File: config.mk
export PLATFORM = sky130hd
export DESIGN_NAME = machine_check_bus_init_escalation
export DESIGN_NICKNAME = d
export VERILOG_FILES = /design/src/hdl/mc_escalation_pkg.sv /design/src/hdl/machine_check_bus_init_escalation.sv
export SDC_FILE = /design/constraint.sdc
export NUM_CORES = 1
export LEC_CHECK = 0
export BUFFER_PORTS_ARGS = -buffer_cell sky130_fd_sc_hd__buf_4
export CORE_UTILIZATION = 45
export CTS_BUF_LIST = sky130_fd_sc_hd__clkbuf_4
export DETAILED_ROUTE_END_ITERATION = 8
export PLACE_DENSITY_LB_ADDON = 0.08
export SLEW_MARGIN = 20
export SYNTH_ARGS = -nofsm -noshare
export SYNTH_HDL_FRONTEND = slang
export SYNTH_SLANG_ARGS = --single-unit
File: constraint.sdc
create_clock -name clock -period 2.4 [get_ports clock]
set_clock_uncertainty 0.15 [all_clocks]
set_input_delay 0.36 -clock clock [delete_from_list [all_inputs] [get_ports clock]]
set_output_delay 0.36 -clock clock [all_outputs]
set_load 0.05 [all_outputs]
File: src/hdl/mc_escalation_pkg.sv
// Package with types and constants for the bus-error escalation unit
package mc_escalation_pkg;
	// Cache level field encodings
	localparam logic [1:0] LEVEL_L1     = 2'h1;
	localparam logic [1:0] LEVEL_L2     = 2'h2;
	localparam logic [1:0] LEVEL_NONE   = 2'h0;
	// Reset values of configuration and log
	localparam logic       CFG_RST      = 1'h0;
	localparam logic [1:0] LEVEL_RST    = 2'h0;
	localparam int         CFG_W        = 3;

	// Error source indications from the bus interface
	typedef struct packed {
		logic       ecc_double;
		logic       ambiguous;
		logic       async_fatal;
		logic       cache_err;
		logic       cache_l2;
	} fault_s;

	// Configuration settings
	typedef struct packed {
		logic       mc_enable;
		logic       observe_off;
		logic       drive_off;
	} cfg_s;

	typedef enum logic [1:0] {
		ST_RUN,
		ST_MC_PENDING,
		ST_SHUTDOWN
	} state_e;
endpackage : mc_escalation_pkg

File: src/hdl/machine_check_bus_init_escalation.sv
// Escalation of bus-interface faults to machine check, bus reinit or shutdown
//
// Overview of operation
// - Second machine check while one is outstanding shuts down, holds internal fault.
// - Bus reinit seen with machine checks disabled causes shutdown, no handler.
// - Without machine check enable, never invoke handler; fatal errors shut down.
// - Observe-disable option makes the unit ignore incoming bus reinit.
// - Drive-disable option keeps the unit from ever asserting bus reinit.
// - Double-bit read ECC fault with checks enabled raises handled machine check.
// - Bus reinit seen outside shutdown clears bus interface state and drops outstanding work.
// - Unattributable error in run state drives bus reinit instead of raising machine check; with one outstanding it shuts down.
// - Logged cache level field is 01 for first level, 10 for second.
`timescale 1ns/100ps
module machine_check_bus_init_escalation
	import mc_escalation_pkg::*;
(
	// Clock and reset
	input  wire logic       clock,
	input  wire logic       resetn,
	// Configuration
	input  wire logic       cfg_load,
	input  wire cfg_s       cfg_in,
	// Faults from bus interface
	input  wire fault_s     fault,
	// Handler returns from machine check
	input  wire logic       mc_done,
	// Shared bus reinit line
	input  wire logic       bus_reinit_n_in,
	output logic            bus_reinit_n_out,
	output logic            bus_reinit_n_oe,
	// Core side
	output logic            machine_check_event,
	output logic            internal_fault_n,
	output logic            bus_iface_clear,
	output logic            halted,
	output logic [1:0]      cache_level_field,
	output cfg_s            cfg_out
);
	logic   [2:0] sync_ff;
	logic         reinit_seen_ff;
	cfg_s         cfg_ff;
	cfg_s         nxt_cfg;
	state_e       state_ff;
	state_e       nxt_state;
	logic         mce_ff;
	logic         nxt_mce;
	logic         drive_ff;
	logic         nxt_drive;
	logic         clear_ff;
	logic         nxt_clear;
	logic         internal_fault_n_n_ff;
	logic         nxt_internal_fault_n_n;
	logic   [1:0] level_ff;
	logic   [1:0] nxt_level;
	logic         nxt_reinit_seen;
	logic         reinit_in;
	logic         mc_raise;
	logic         fatal;
	logic         reinit_edge;
	logic         reinit_prev_ff;
	logic   [1:0] level_code;
	logic         halted_ff;
	logic         nxt_halted;
	logic         out_ff;
	logic         nxt_out;

	// Pin synchroniser, change taken once stages two and three agree
	always_ff @(posedge clock or negedge resetn) begin
		if (!resetn) begin
			sync_ff        <= 3'h7;
			reinit_seen_ff <= 1'h0;
			reinit_prev_ff <= 1'h0;
		end else begin
			sync_ff        <= {sync_ff[1:0], bus_reinit_n_in};
			reinit_seen_ff <= nxt_reinit_seen;
			reinit_prev_ff <= reinit_in;
		end
	end

	always_comb begin
		nxt_reinit_seen = reinit_seen_ff;
		if (sync_ff[2] == sync_ff[1])
			nxt_reinit_seen = ~sync_ff[1];
	end

	// Observe gating; a held line is one assertion, not one per cycle
	always_comb begin
		reinit_in   = reinit_seen_ff & ~cfg_ff.observe_off;
		reinit_edge = reinit_in & ~reinit_prev_ff;
	end

	// Fault source decode
	always_comb begin
		mc_raise = fault.ecc_double | fault.cache_err | reinit_edge;
		fatal    = fault.async_fatal | fault.ecc_double | fault.cache_err;
	end

	// Cache level encoding
	always_comb begin
		level_code = LEVEL_NONE;
		if (fault.cache_err)
			level_code = fault.cache_l2 ? LEVEL_L2 : LEVEL_L1;
	end

	// Configuration register
	always_comb begin
		nxt_cfg = cfg_ff;
		if (cfg_load)
			nxt_cfg = cfg_in;
	end

	always_ff @(posedge clock or negedge resetn) begin
		if (!resetn)
			cfg_ff <= '{CFG_RST, CFG_RST, CFG_RST};
		else
			cfg_ff <= nxt_cfg;
	end

	// Escalation state machine
	always_comb begin
		nxt_state  = state_ff;
		nxt_mce    = 1'h0;
		nxt_drive  = 1'h0;
		nxt_clear  = 1'h0;
		nxt_internal_fault_n_n = internal_fault_n_n_ff;
		nxt_level  = level_ff;
		unique case (state_ff)
			ST_RUN, ST_MC_PENDING: begin
				if (reinit_in)
					nxt_clear = 1'h1;
				if (fault.ambiguous && state_ff == ST_RUN) begin
					nxt_drive = ~cfg_ff.drive_off;
					nxt_clear = 1'h1;
					if (cfg_ff.drive_off) begin
						nxt_state  = ST_SHUTDOWN;
						nxt_internal_fault_n_n = 1'h0;
					end
				end else if (!cfg_ff.mc_enable) begin
					if (reinit_in || fatal || fault.ambiguous) begin
						nxt_state  = ST_SHUTDOWN;
						nxt_internal_fault_n_n = 1'h0;
					end
				end else if (state_ff == ST_MC_PENDING) begin
					if (mc_raise || fault.async_fatal || fault.ambiguous) begin
						nxt_state  = ST_SHUTDOWN;
						nxt_internal_fault_n_n = 1'h0;
					end else if (mc_done) begin
						nxt_state = ST_RUN;
					end
				end else if (mc_raise || fault.async_fatal) begin
					nxt_state = ST_MC_PENDING;
					nxt_mce   = 1'h1;
					nxt_level = level_code;
				end
			end
			ST_SHUTDOWN: begin
				nxt_internal_fault_n_n = 1'h0;
			end
			default: begin
				nxt_state  = ST_SHUTDOWN;
				nxt_internal_fault_n_n = 1'h0;
			end
		endcase
	end

	// Next values of shutdown flag and open-drain data
	always_comb begin
		nxt_halted = (nxt_state == ST_SHUTDOWN);
		nxt_out    = 1'h0;
	end

	// Output flops for shutdown flag and open-drain data
	always_ff @(posedge clock or negedge resetn) begin
		if (!resetn) begin
			halted_ff <= 1'h0;
			out_ff    <= 1'h0;
		end else begin
			halted_ff <= nxt_halted;
			out_ff    <= nxt_out;
		end
	end

	always_ff @(posedge clock or negedge resetn) begin
		if (!resetn) begin
			state_ff  <= ST_RUN;
			mce_ff    <= 1'h0;
			drive_ff  <= 1'h0;
			clear_ff  <= 1'h0;
			internal_fault_n_n_ff <= 1'h1;
			level_ff  <= LEVEL_RST;
		end else begin
			state_ff  <= nxt_state;
			mce_ff    <= nxt_mce;
			drive_ff  <= nxt_drive;
			clear_ff  <= nxt_clear;
			internal_fault_n_n_ff <= nxt_internal_fault_n_n;
			level_ff  <= nxt_level;
		end
	end

	// Outputs from flip-flops
	assign bus_reinit_n_out    = out_ff;
	assign bus_reinit_n_oe     = drive_ff;
	assign machine_check_event = mce_ff;
	assign internal_fault_n    = internal_fault_n_n_ff;
	assign bus_iface_clear     = clear_ff;
	assign halted              = halted_ff;
	assign cache_level_field   = level_ff;
	assign cfg_out             = cfg_ff;
endmodule : machine_check_bus_init_escalation

# [After elaboration in Yosys (flattened, before gate mapping)]
# Cells that the tools add are included.
[op_classes] n_reduce_logical=9 mux=28 n_bitwise=12 eq_ne=8
[op_table] operator="$mux 2" n=10
[op_table] operator="$mux 1" n=17
[op_table] operator="$ne 4x4->1 const B" n=3
[op_table] operator="$not 1->1" n=6
[op_table] operator="$reduce_and 5->1" n=1
[op_table] operator="$eq 2x2->1 const B" n=2
[op_table] operator="$logic_or 1x1->1" n=4
[op_table] operator="$or 1x1->1" n=4
[op_table] operator="$pmux 2 s2" n=1
[op_table] operator="$reduce_and 4->1" n=1
[op_table] operator="$ne 3x3->1 const B" n=1
[op_table] operator="$and 1x1->1" n=2
[op_table] operator="$eq 2x1->1 const B" n=1
[op_table] operator="$logic_not 2->1" n=1
[op_table] operator="$reduce_or 2->1" n=1
[op_table] operator="$eq 1x1->1" n=1
[op_table] operator="$logic_and 1x1->1" n=1
[word_totals] input_bits=13 out_inout_bits=11 reg_bits=17

# [Logic depth before layout (Yosys ltp)]
# Gate-level depths: netlist (run 1).
[logic_depth] depth_word=12 ltp_mapped=3 mapped_depth_nobuf=3

# [Worst setup path before layout (run 1)]
# OpenSTA, ideal clock, no wires.
[synth_path] kind="reg-to-reg" start="register cfg_ff, in the netlist cfg_out[2]" end="register level_ff[0] (netlist: cache_level_field[0])" required_time_ns=2.125 arrival_ns=1.703 n_path_buf=0 path_stages_with_launch=4 setup_ns=0.125 path_slack_ns=0.422 synth_period_minus_slack_ns=1.978 cell_sequence="dfrtp_1 -> or4b_1 -> a21oi_2 -> mux2_4"
[synth_between] elab_chain_cells=1
[synth_rtl] element="from (decl)" line_no="machine_check_bus_init_escalation.sv:41" source="cfg_s cfg_ff;"
[synth_rtl] element="from (signal assigned)" line_no="machine_check_bus_init_escalation.sv:114" source="cfg_ff <= '{CFG_RST, CFG_RST, CFG_RST};"
[synth_rtl] element="from (signal assigned)" line_no="machine_check_bus_init_escalation.sv:116" source="cfg_ff <= nxt_cfg;"
[synth_rtl] element="$reduce_and 5->1 (no line)"
[synth_rtl] element="to (signal assigned)" line_no="machine_check_bus_init_escalation.sv:197" source="level_ff <= nxt_level;"
[synth_rtl] element="to (decl)" line_no="machine_check_bus_init_escalation.sv:53" source="logic [1:0] level_ff;"
# No other way between the ends.
# A chain may end at the register's enable or synchronous reset.

# [Worst setup path after layout (run 1)]
# Ends and elaborated chain as after synthesis.

==> summary.md, run 1 <==
| Metric | Value |
|---|---|
| Run status | completed |
| Antenna Nets Post-Route | 0 |
| Clk Tree Root Cell | clkbuf_4 |
| RSZ-0062 raised after global routing | false |
| Die W | 41.0 um |
| Drt wl/cell | approximately 12 um |
| Register share of total power | between 50% and 60% |
| Final period util | 74.7% |
| Starting density of the core | 50.6% |
| Seq/Total Area, Yosys | 63.0% |
| # diodes | 0 |
| Fin area | 897 um^2 |
| DRC | 0 |
| Placed cells | ~90 |
| Total negative slack | 0 ps |
| Setup crit end kind | flip-flop |
| Number of global-route vias before repair | ~450 |
| Critical path class | flip-flop to flip-flop |
| Clock latency on the worst-skew pair | roughly 280 ps |
| Mean Syn Cell Area | roughly 12 um^2 |
| Yosys reg bits | 17 |
| Yosys synthesis warning count | 0 |
| Multi-input gate area | between 200 and 250 um^2 |
| Most frequent cell after synthesis | dfrtp_1 |
| Share of the synthesized area in the top cell type | a little under half |
| Die area | 1680 um^2 |
| Number of flops mapped to enable cells by yosys | 0 |
| Core area | roughly 1400 um^2 |
| Max Cap Violations | 0 |
| Final setup margin | between 600 and 700 ps |
| Synthesized instance count | 56 |
| Critical path arrival | roughly 1800 ps |
| Yosys cell types | 26 |
| Crit path cell chain | or4b_1, a21oi_2, mux2_4 |
| DIE HEIGHT | slightly above 40 um |
| Clock Path Buffers | 2 |
| CTS tree | yes |
| DR iter-0 viols | 6 |
| Clock power frac | a little over a quarter |
| Max-slew violations | 0 |
| Synth area leader | dfrtp_1 |
| First-pass GRT wire length | ~1.9 mm |
| Resized cells post-CTS | 0 |
| Clock period minus final worst setup slack | about 1800 ps |
| Syn Nets | 69 |
| Pre-CTS setup slack | around 540 ps |
| FP Rows | 13 |
| Clk sinks | 17 |
| Critical path's largest stage delay | between 400 and 500 ps |
| Worst vdd ir | approximately 400 uV |
| Crit-path max FO | 9 |
| Worst-path clk slew | about 90 ps |
| Vias | 503 |
| Vias/cell | a little over 5 |
| Sequential Area | roughly 430 um^2 |
| Fillers | 111 |
| Part of the power in combinational logic | about 15% |
| Final hold slack | around 28 ps |
| Synth top cells by count | dfrtp_1, nand2_1, dfstp_2 |
| CTS Hold Buffers Added | 1 |
| H-tree levels | 1 |
| Sw power | roughly 140 uW |
| Final wirelength | ~1.2 mm |
| Leakage | around 0.43 nW |
| Synth Cell Area | 683 um^2 |
| Synth async-reset ratio | 100% |
| Cell internal pwr | between 300 and 400 uW |
| Top post-synthesis cells by area | dfrtp_1, dfstp_2, nand2_1 |
| Final hold vios | 0 |
| Setup bufs post-CTS | 0 |
| HP Class | primary input to flip-flop |
| Final core utilization | roughly two thirds |
| P&R area growth vs syn | 31.3% |
| Drt pass-1 iters | 2 |
| Power Density | 592 nW/um^2 |
| Finished Layout Cells | 97 |
| Initial antenna violation count | 0 |
| Startpoint types | flip-flop |
| # setup viols final | 0 |
| Detailed Place HPWL | between 800 and 900 um |
| CP max-delay cell | or4b_1 |
| Switching share of power | between 20% and 30% |
| Largest net degree at the start of global routing | 18 |
| IO Port Bufs | 22 |
| Area after DPL | 860 um^2 |
| Power Total | approximately 530 uW |
| Required time worst endpoint | roughly 2400 ps |
| GRT Overall Usage | 17.4% |
| Number of buffers created by CTS | 3 |
| Final nets | 96 |
| GRT Residual Overflow | 0 |
| Synth Flop Type | dfrtp_1 |
| Ports | 24 |
| Layout cells sized above 1 | between 40% and 50% |
| GP Congestion | between 0.6 and 0.7 |
| FMAX | between 500 and 600 MHz |
worst max-delay path: cells and delay by family, from the launching register on:
| family | cells | cell delay [ps] |
|---|---|---|
| simple gates | 1 | 490 |
| flops | 1 | 480 |
| mux | 1 | 320 |
| compound gates | 1 | 250 |
cell usage in the layout (no fill, tap or decap), drive strengths merged:
| master | n |
|---|---|
| nor2 | 2 |
| and2b | 1 |
| nor3 | 2 |
| o21ai | 2 |
| a21oi | 1 |
| or3b | 1 |
| clkbuf | 3 |
| buf | 22 |
| dfrtp | 13 |
| o211ai | 1 |
| or4b | 1 |
| a41o | 1 |
| dlygate4sd3 | 1 |
| mux2 | 3 |
| conb | 1 |
| nand3 | 2 |
| dfstp | 4 |
| nor2b | 2 |
| or4 | 1 |
| mux2i | 1 |
| nand3b | 1 |
| o221a | 1 |
| nand2b | 1 |
| and4 | 1 |
| clkinv | 1 |
| inv | 3 |
| nand2 | 8 |
| a211oi | 1 |
worst paths after layout:
path,slack [ps],cells after the start,from,to
min in group asynchronous,320,2,resetn,cache_level_field[0]$_DFFE_PN0P_
hold / removal,30,1,bus_reinit_n_in,sync_ff[0]$_DFF_PN1_
setup / recovery,610,3,cfg_out[2]$_DFFE_PN0P_,cache_level_field[0]$_DFFE_PN0P_
hold reg to reg,210,0,sync_ff[0]$_DFF_PN1_,sync_ff[1]$_DFF_PN1_
setup reg to reg,610,3,cfg_out[2]$_DFFE_PN0P_,cache_level_field[0]$_DFFE_PN0P_
max in group asynchronous,1530,2,resetn,internal_fault_n$_DFFE_PN1P_
sequential cells by signal, indices dropped and copies added (netlist names):
signal	flops
bus_iface_clear	1
bus_reinit_n_oe	1
cache_level_field	2
cfg_out	3
halted	1
internal_fault_n	1
machine_check_event	1
reinit_prev_ff	1
reinit_seen_ff	1
state_ff	2
sync_ff	3
cell families (layout without fill, tap and decap cells):
| kind of cell | after synthesis | after routing | share of synthesized area (%) |
|---|---|---|---|
| other cells | 1 | 1 | 0.549 |
| simple gates | 23 | 23 | 18.5 |
| mux | 4 | 4 | 6.96 |
| buf+inv | 4 | 30 | 2.75 |
| compound gates | 7 | 7 | 8.24 |
| flops | 17 | 17 | 63.0 |
layer usage:
layer  track usage (%)  wire [um]
met4              7.50          8
met1              24.6        556
met5                 0          0
met2              24.6        498
met3              4.89        100
power groups by stage:
stage	clock [mW]	combinational, mW	sequential, mW
after floorplan	0	0.0257	0.330
after detailed placement	0	0.0769	0.315
after CTS	0.150	0.0787	0.309
final	0.144	0.0781	0.309
after global routing	0.162	0.0852	0.311
after global placement	0	0.0757	0.314
layout make-up:
class | instances | share of cell area, %
Inverter | 3 | 1.26
Sequential cell | 17 | 48.0
Clock inverter | 1 | 0.558
Clock buffer | 3 | 2.51
Tap cell | 15 | 2.09
Multi-Input combinational cell | 35 | 26.1
Timing Repair Buffer | 23 | 19.5
(Power assumes the default switching activity.)
==> run 2: changes to the inputs <==
clock period = 1.8 ns   (was 2.4 ns; I/O delays follow)
==> summary.md, run 2 (synthesis results as in run 1) <==
| Metric | Value |
|---|---|
| Run status | completed |
| Clock latency on the worst-skew pair | 280 ps |
| Vias | 526 |
| Layout cells sized above 1 | 50.0% |
| Starting density of the core | around half |
| P&R area growth vs syn | 38.5% |
| Leakage | 0.454 nW |
| Vias/cell | between 5 and 6 |
| Commonest cells after routing, fill and taps aside | buf_4, dfrtp_1, nand2_1 |
| DIE HEIGHT | between 40 and 50 um |
| Final wirelength | around 1.2 mm |
| Setup crit end kind | flip-flop |
| Crit path cell chain | or3b_2, o221a_2, and4_1 |
| Critical path class | flip-flop to flip-flop |
| Critical path's largest stage delay | about 520 ps |
| CTS tree | yes |
| Drt wl/cell | between 10 and 15 um |
| GRT Overall Usage | 18.7% |
| Hold Crit Depth | 2 |
| Max Cap Violations | 0 |
| Final hold slack | approximately 40 ps |
| R2R depth | 3 |
| IO Port Bufs | 22 |
| Sequential Area | about 430 um^2 |
| Resized cells post-CTS | 0 |
| Power Total | about 740 uW |
| Worst vdd ir | 489 uV |
| RSZ-0062 raised after global routing | false |
| R2R Path End | internal_fault_n$_DFFE_PN1P_ |
| CP max-delay cell | or3b_2 |
| Hold worst-path end | cfg_out[0]$_DFFE_PN0P_ |
| HP Class | primary input to flip-flop |
| GP Congestion | between 0.7 and 0.8 |
| # setup viols final | 0 |
| Fin area | between 900 and 1000 um^2 |
| Die area | ~1700 um^2 |
| Clock Path Buffers | 2 |
| Reg2reg setup slack | ~120 ps |
| Startpoint types | flip-flop |
| Final nets | 100 |
| Critical path arrival | between 1500 and 2000 ps |
| GRT Residual Overflow | 0 |
| Required time worst endpoint | about 1900 ps |
| DR iter-0 viols | 8 |
| H-tree levels | 1 |
| Initial antenna violation count | 0 |
| Ports | 24 |
| Finished Layout Cells | ~100 |
| Drt pass-1 iters | 3 |
| Fillers | 100 |
| Worst-path clk slew | ~100 ps |
| First-pass GRT wire length | roughly 2.0 mm |
| Final period util | just over 90% |
| DRC | 0 |
| Antenna Nets Post-Route | 0 |
| Largest net degree at the start of global routing | 18 |
| Top delay family on crit path | simple AND/OR/NAND/NOR gates |
| Placed cells | 95 |
| Clock period minus final worst setup slack | 1680 ps |
| Detailed Place HPWL | around 930 um |
| Multi-input gate area | around 250 um^2 |
| Clk sinks | 17 |
| Reg-to-reg critical path startpoint | cfg_out[1]$_DFFE_PN0P_ |
| Core area | 1350 um^2 |
| Power Density | approximately 800 nW/um^2 |
| Hold_sp | cfg_load |
| Max-slew violations | 0 |
| Area after DPL | 896 um^2 |
| Crit-path max FO | 4 |
| Number of buffers created by CTS | 3 |
| Clk Tree Root Cell | clkbuf_4 |
| Commonest non-fill, non-tap cell in the layout | buf_4 |
| Final hold vios | 0 |
| FMAX | 595 MHz |
| FP Rows | 13 |
| # diodes | 0 |
| Die W | 41.0 um |
| Number of global-route vias before repair | between 400 and 500 |
| Worst path bufs/invs | 0 |
## run 2: cell count changes in the layout (fill, tap and decap cells not counted)
cell / previous run / this run
clkbuf_4: 3 / 4
clkinv_2: 1 / 0
dfrtp_1: 13 / 11
dlygate4sd3_1: 1 / 2
or4b_4: 0 / 1
dfrtp_2: 0 / 2
a21oi_4: 0 / 1
a21oi_2: 1 / 0
or4b_1: 1 / 0
buf_4: 22 / 25
## run 2: through the flow
step	setup slack, ps	util, %	TNS (ps)
6_report	120	70.1	0
5_1_grt	76.6	70.1	0
4_1_cts	121	70.1	0
3_5_place_dp	130	66.4	0
3_3_place_gp	146	66.4	0
2_1_floorplan	-7.74	-	-7.74
## run 2: what timing repair did
action	4_1_cts	5_1_grt
hold buffers	2	0
buffers inserted	0	0
hold endpoints to repair	18	0
## run 2: power breakdown
part | leakage, nW | switching (mW) | internal (mW) | total [mW]
sequential | 0.195 | 0.00894 | 0.400 | 0.409
clock | 0.0184 | 0.111 | 0.101 | 0.212
combinational | 0.240 | 0.0674 | 0.0473 | 0.115
total | 0.454 | 0.188 | 0.549 | 0.737
## run 2: layout make-up
class / count / area share [%]
sequential: 17 / 45.8
clock buffer: 4 / 3.17
multi-input combinational: 35 / 25.9
tap: 15 / 1.98
inverter: 3 / 1.19
timing repair buffer: 27 / 22.0
## run 2: metal layers
metal | vias up | global-route usage (%) | routed length (um)
met4 | 0 | 12.5 | 10
met3 | 2 | 3.26 | 95
met1 | 250 | 22.1 | 592
met5 | - | 0 | 0
met2 | 21 | 30.5 | 532
li1 | 253 | - | -
## run 2: how the worst max path moves through the flow
stage	from	to	cells past startpoint
detailed placement	cfg_out[1]$_DFFE_PN0P_	internal_fault_n$_DFFE_PN1P_	3
floorplan	cfg_out[2]$_DFFE_PN0P_	cache_level_field[0]$_DFFE_PN0P_	3
global route	cfg_out[1]$_DFFE_PN0P_	internal_fault_n$_DFFE_PN1P_	3
global placement	cfg_out[1]$_DFFE_PN0P_	internal_fault_n$_DFFE_PN1P_	3
finish	cfg_out[1]$_DFFE_PN0P_	internal_fault_n$_DFFE_PN1P_	3
CTS	cfg_out[1]$_DFFE_PN0P_	internal_fault_n$_DFFE_PN1P_	3
## run 2: worst register-to-register path: stages, from the launching register on
cell and delay (ps):
dfrtp_2 430, or3b_2 520, o221a_2 330, and4_1 200
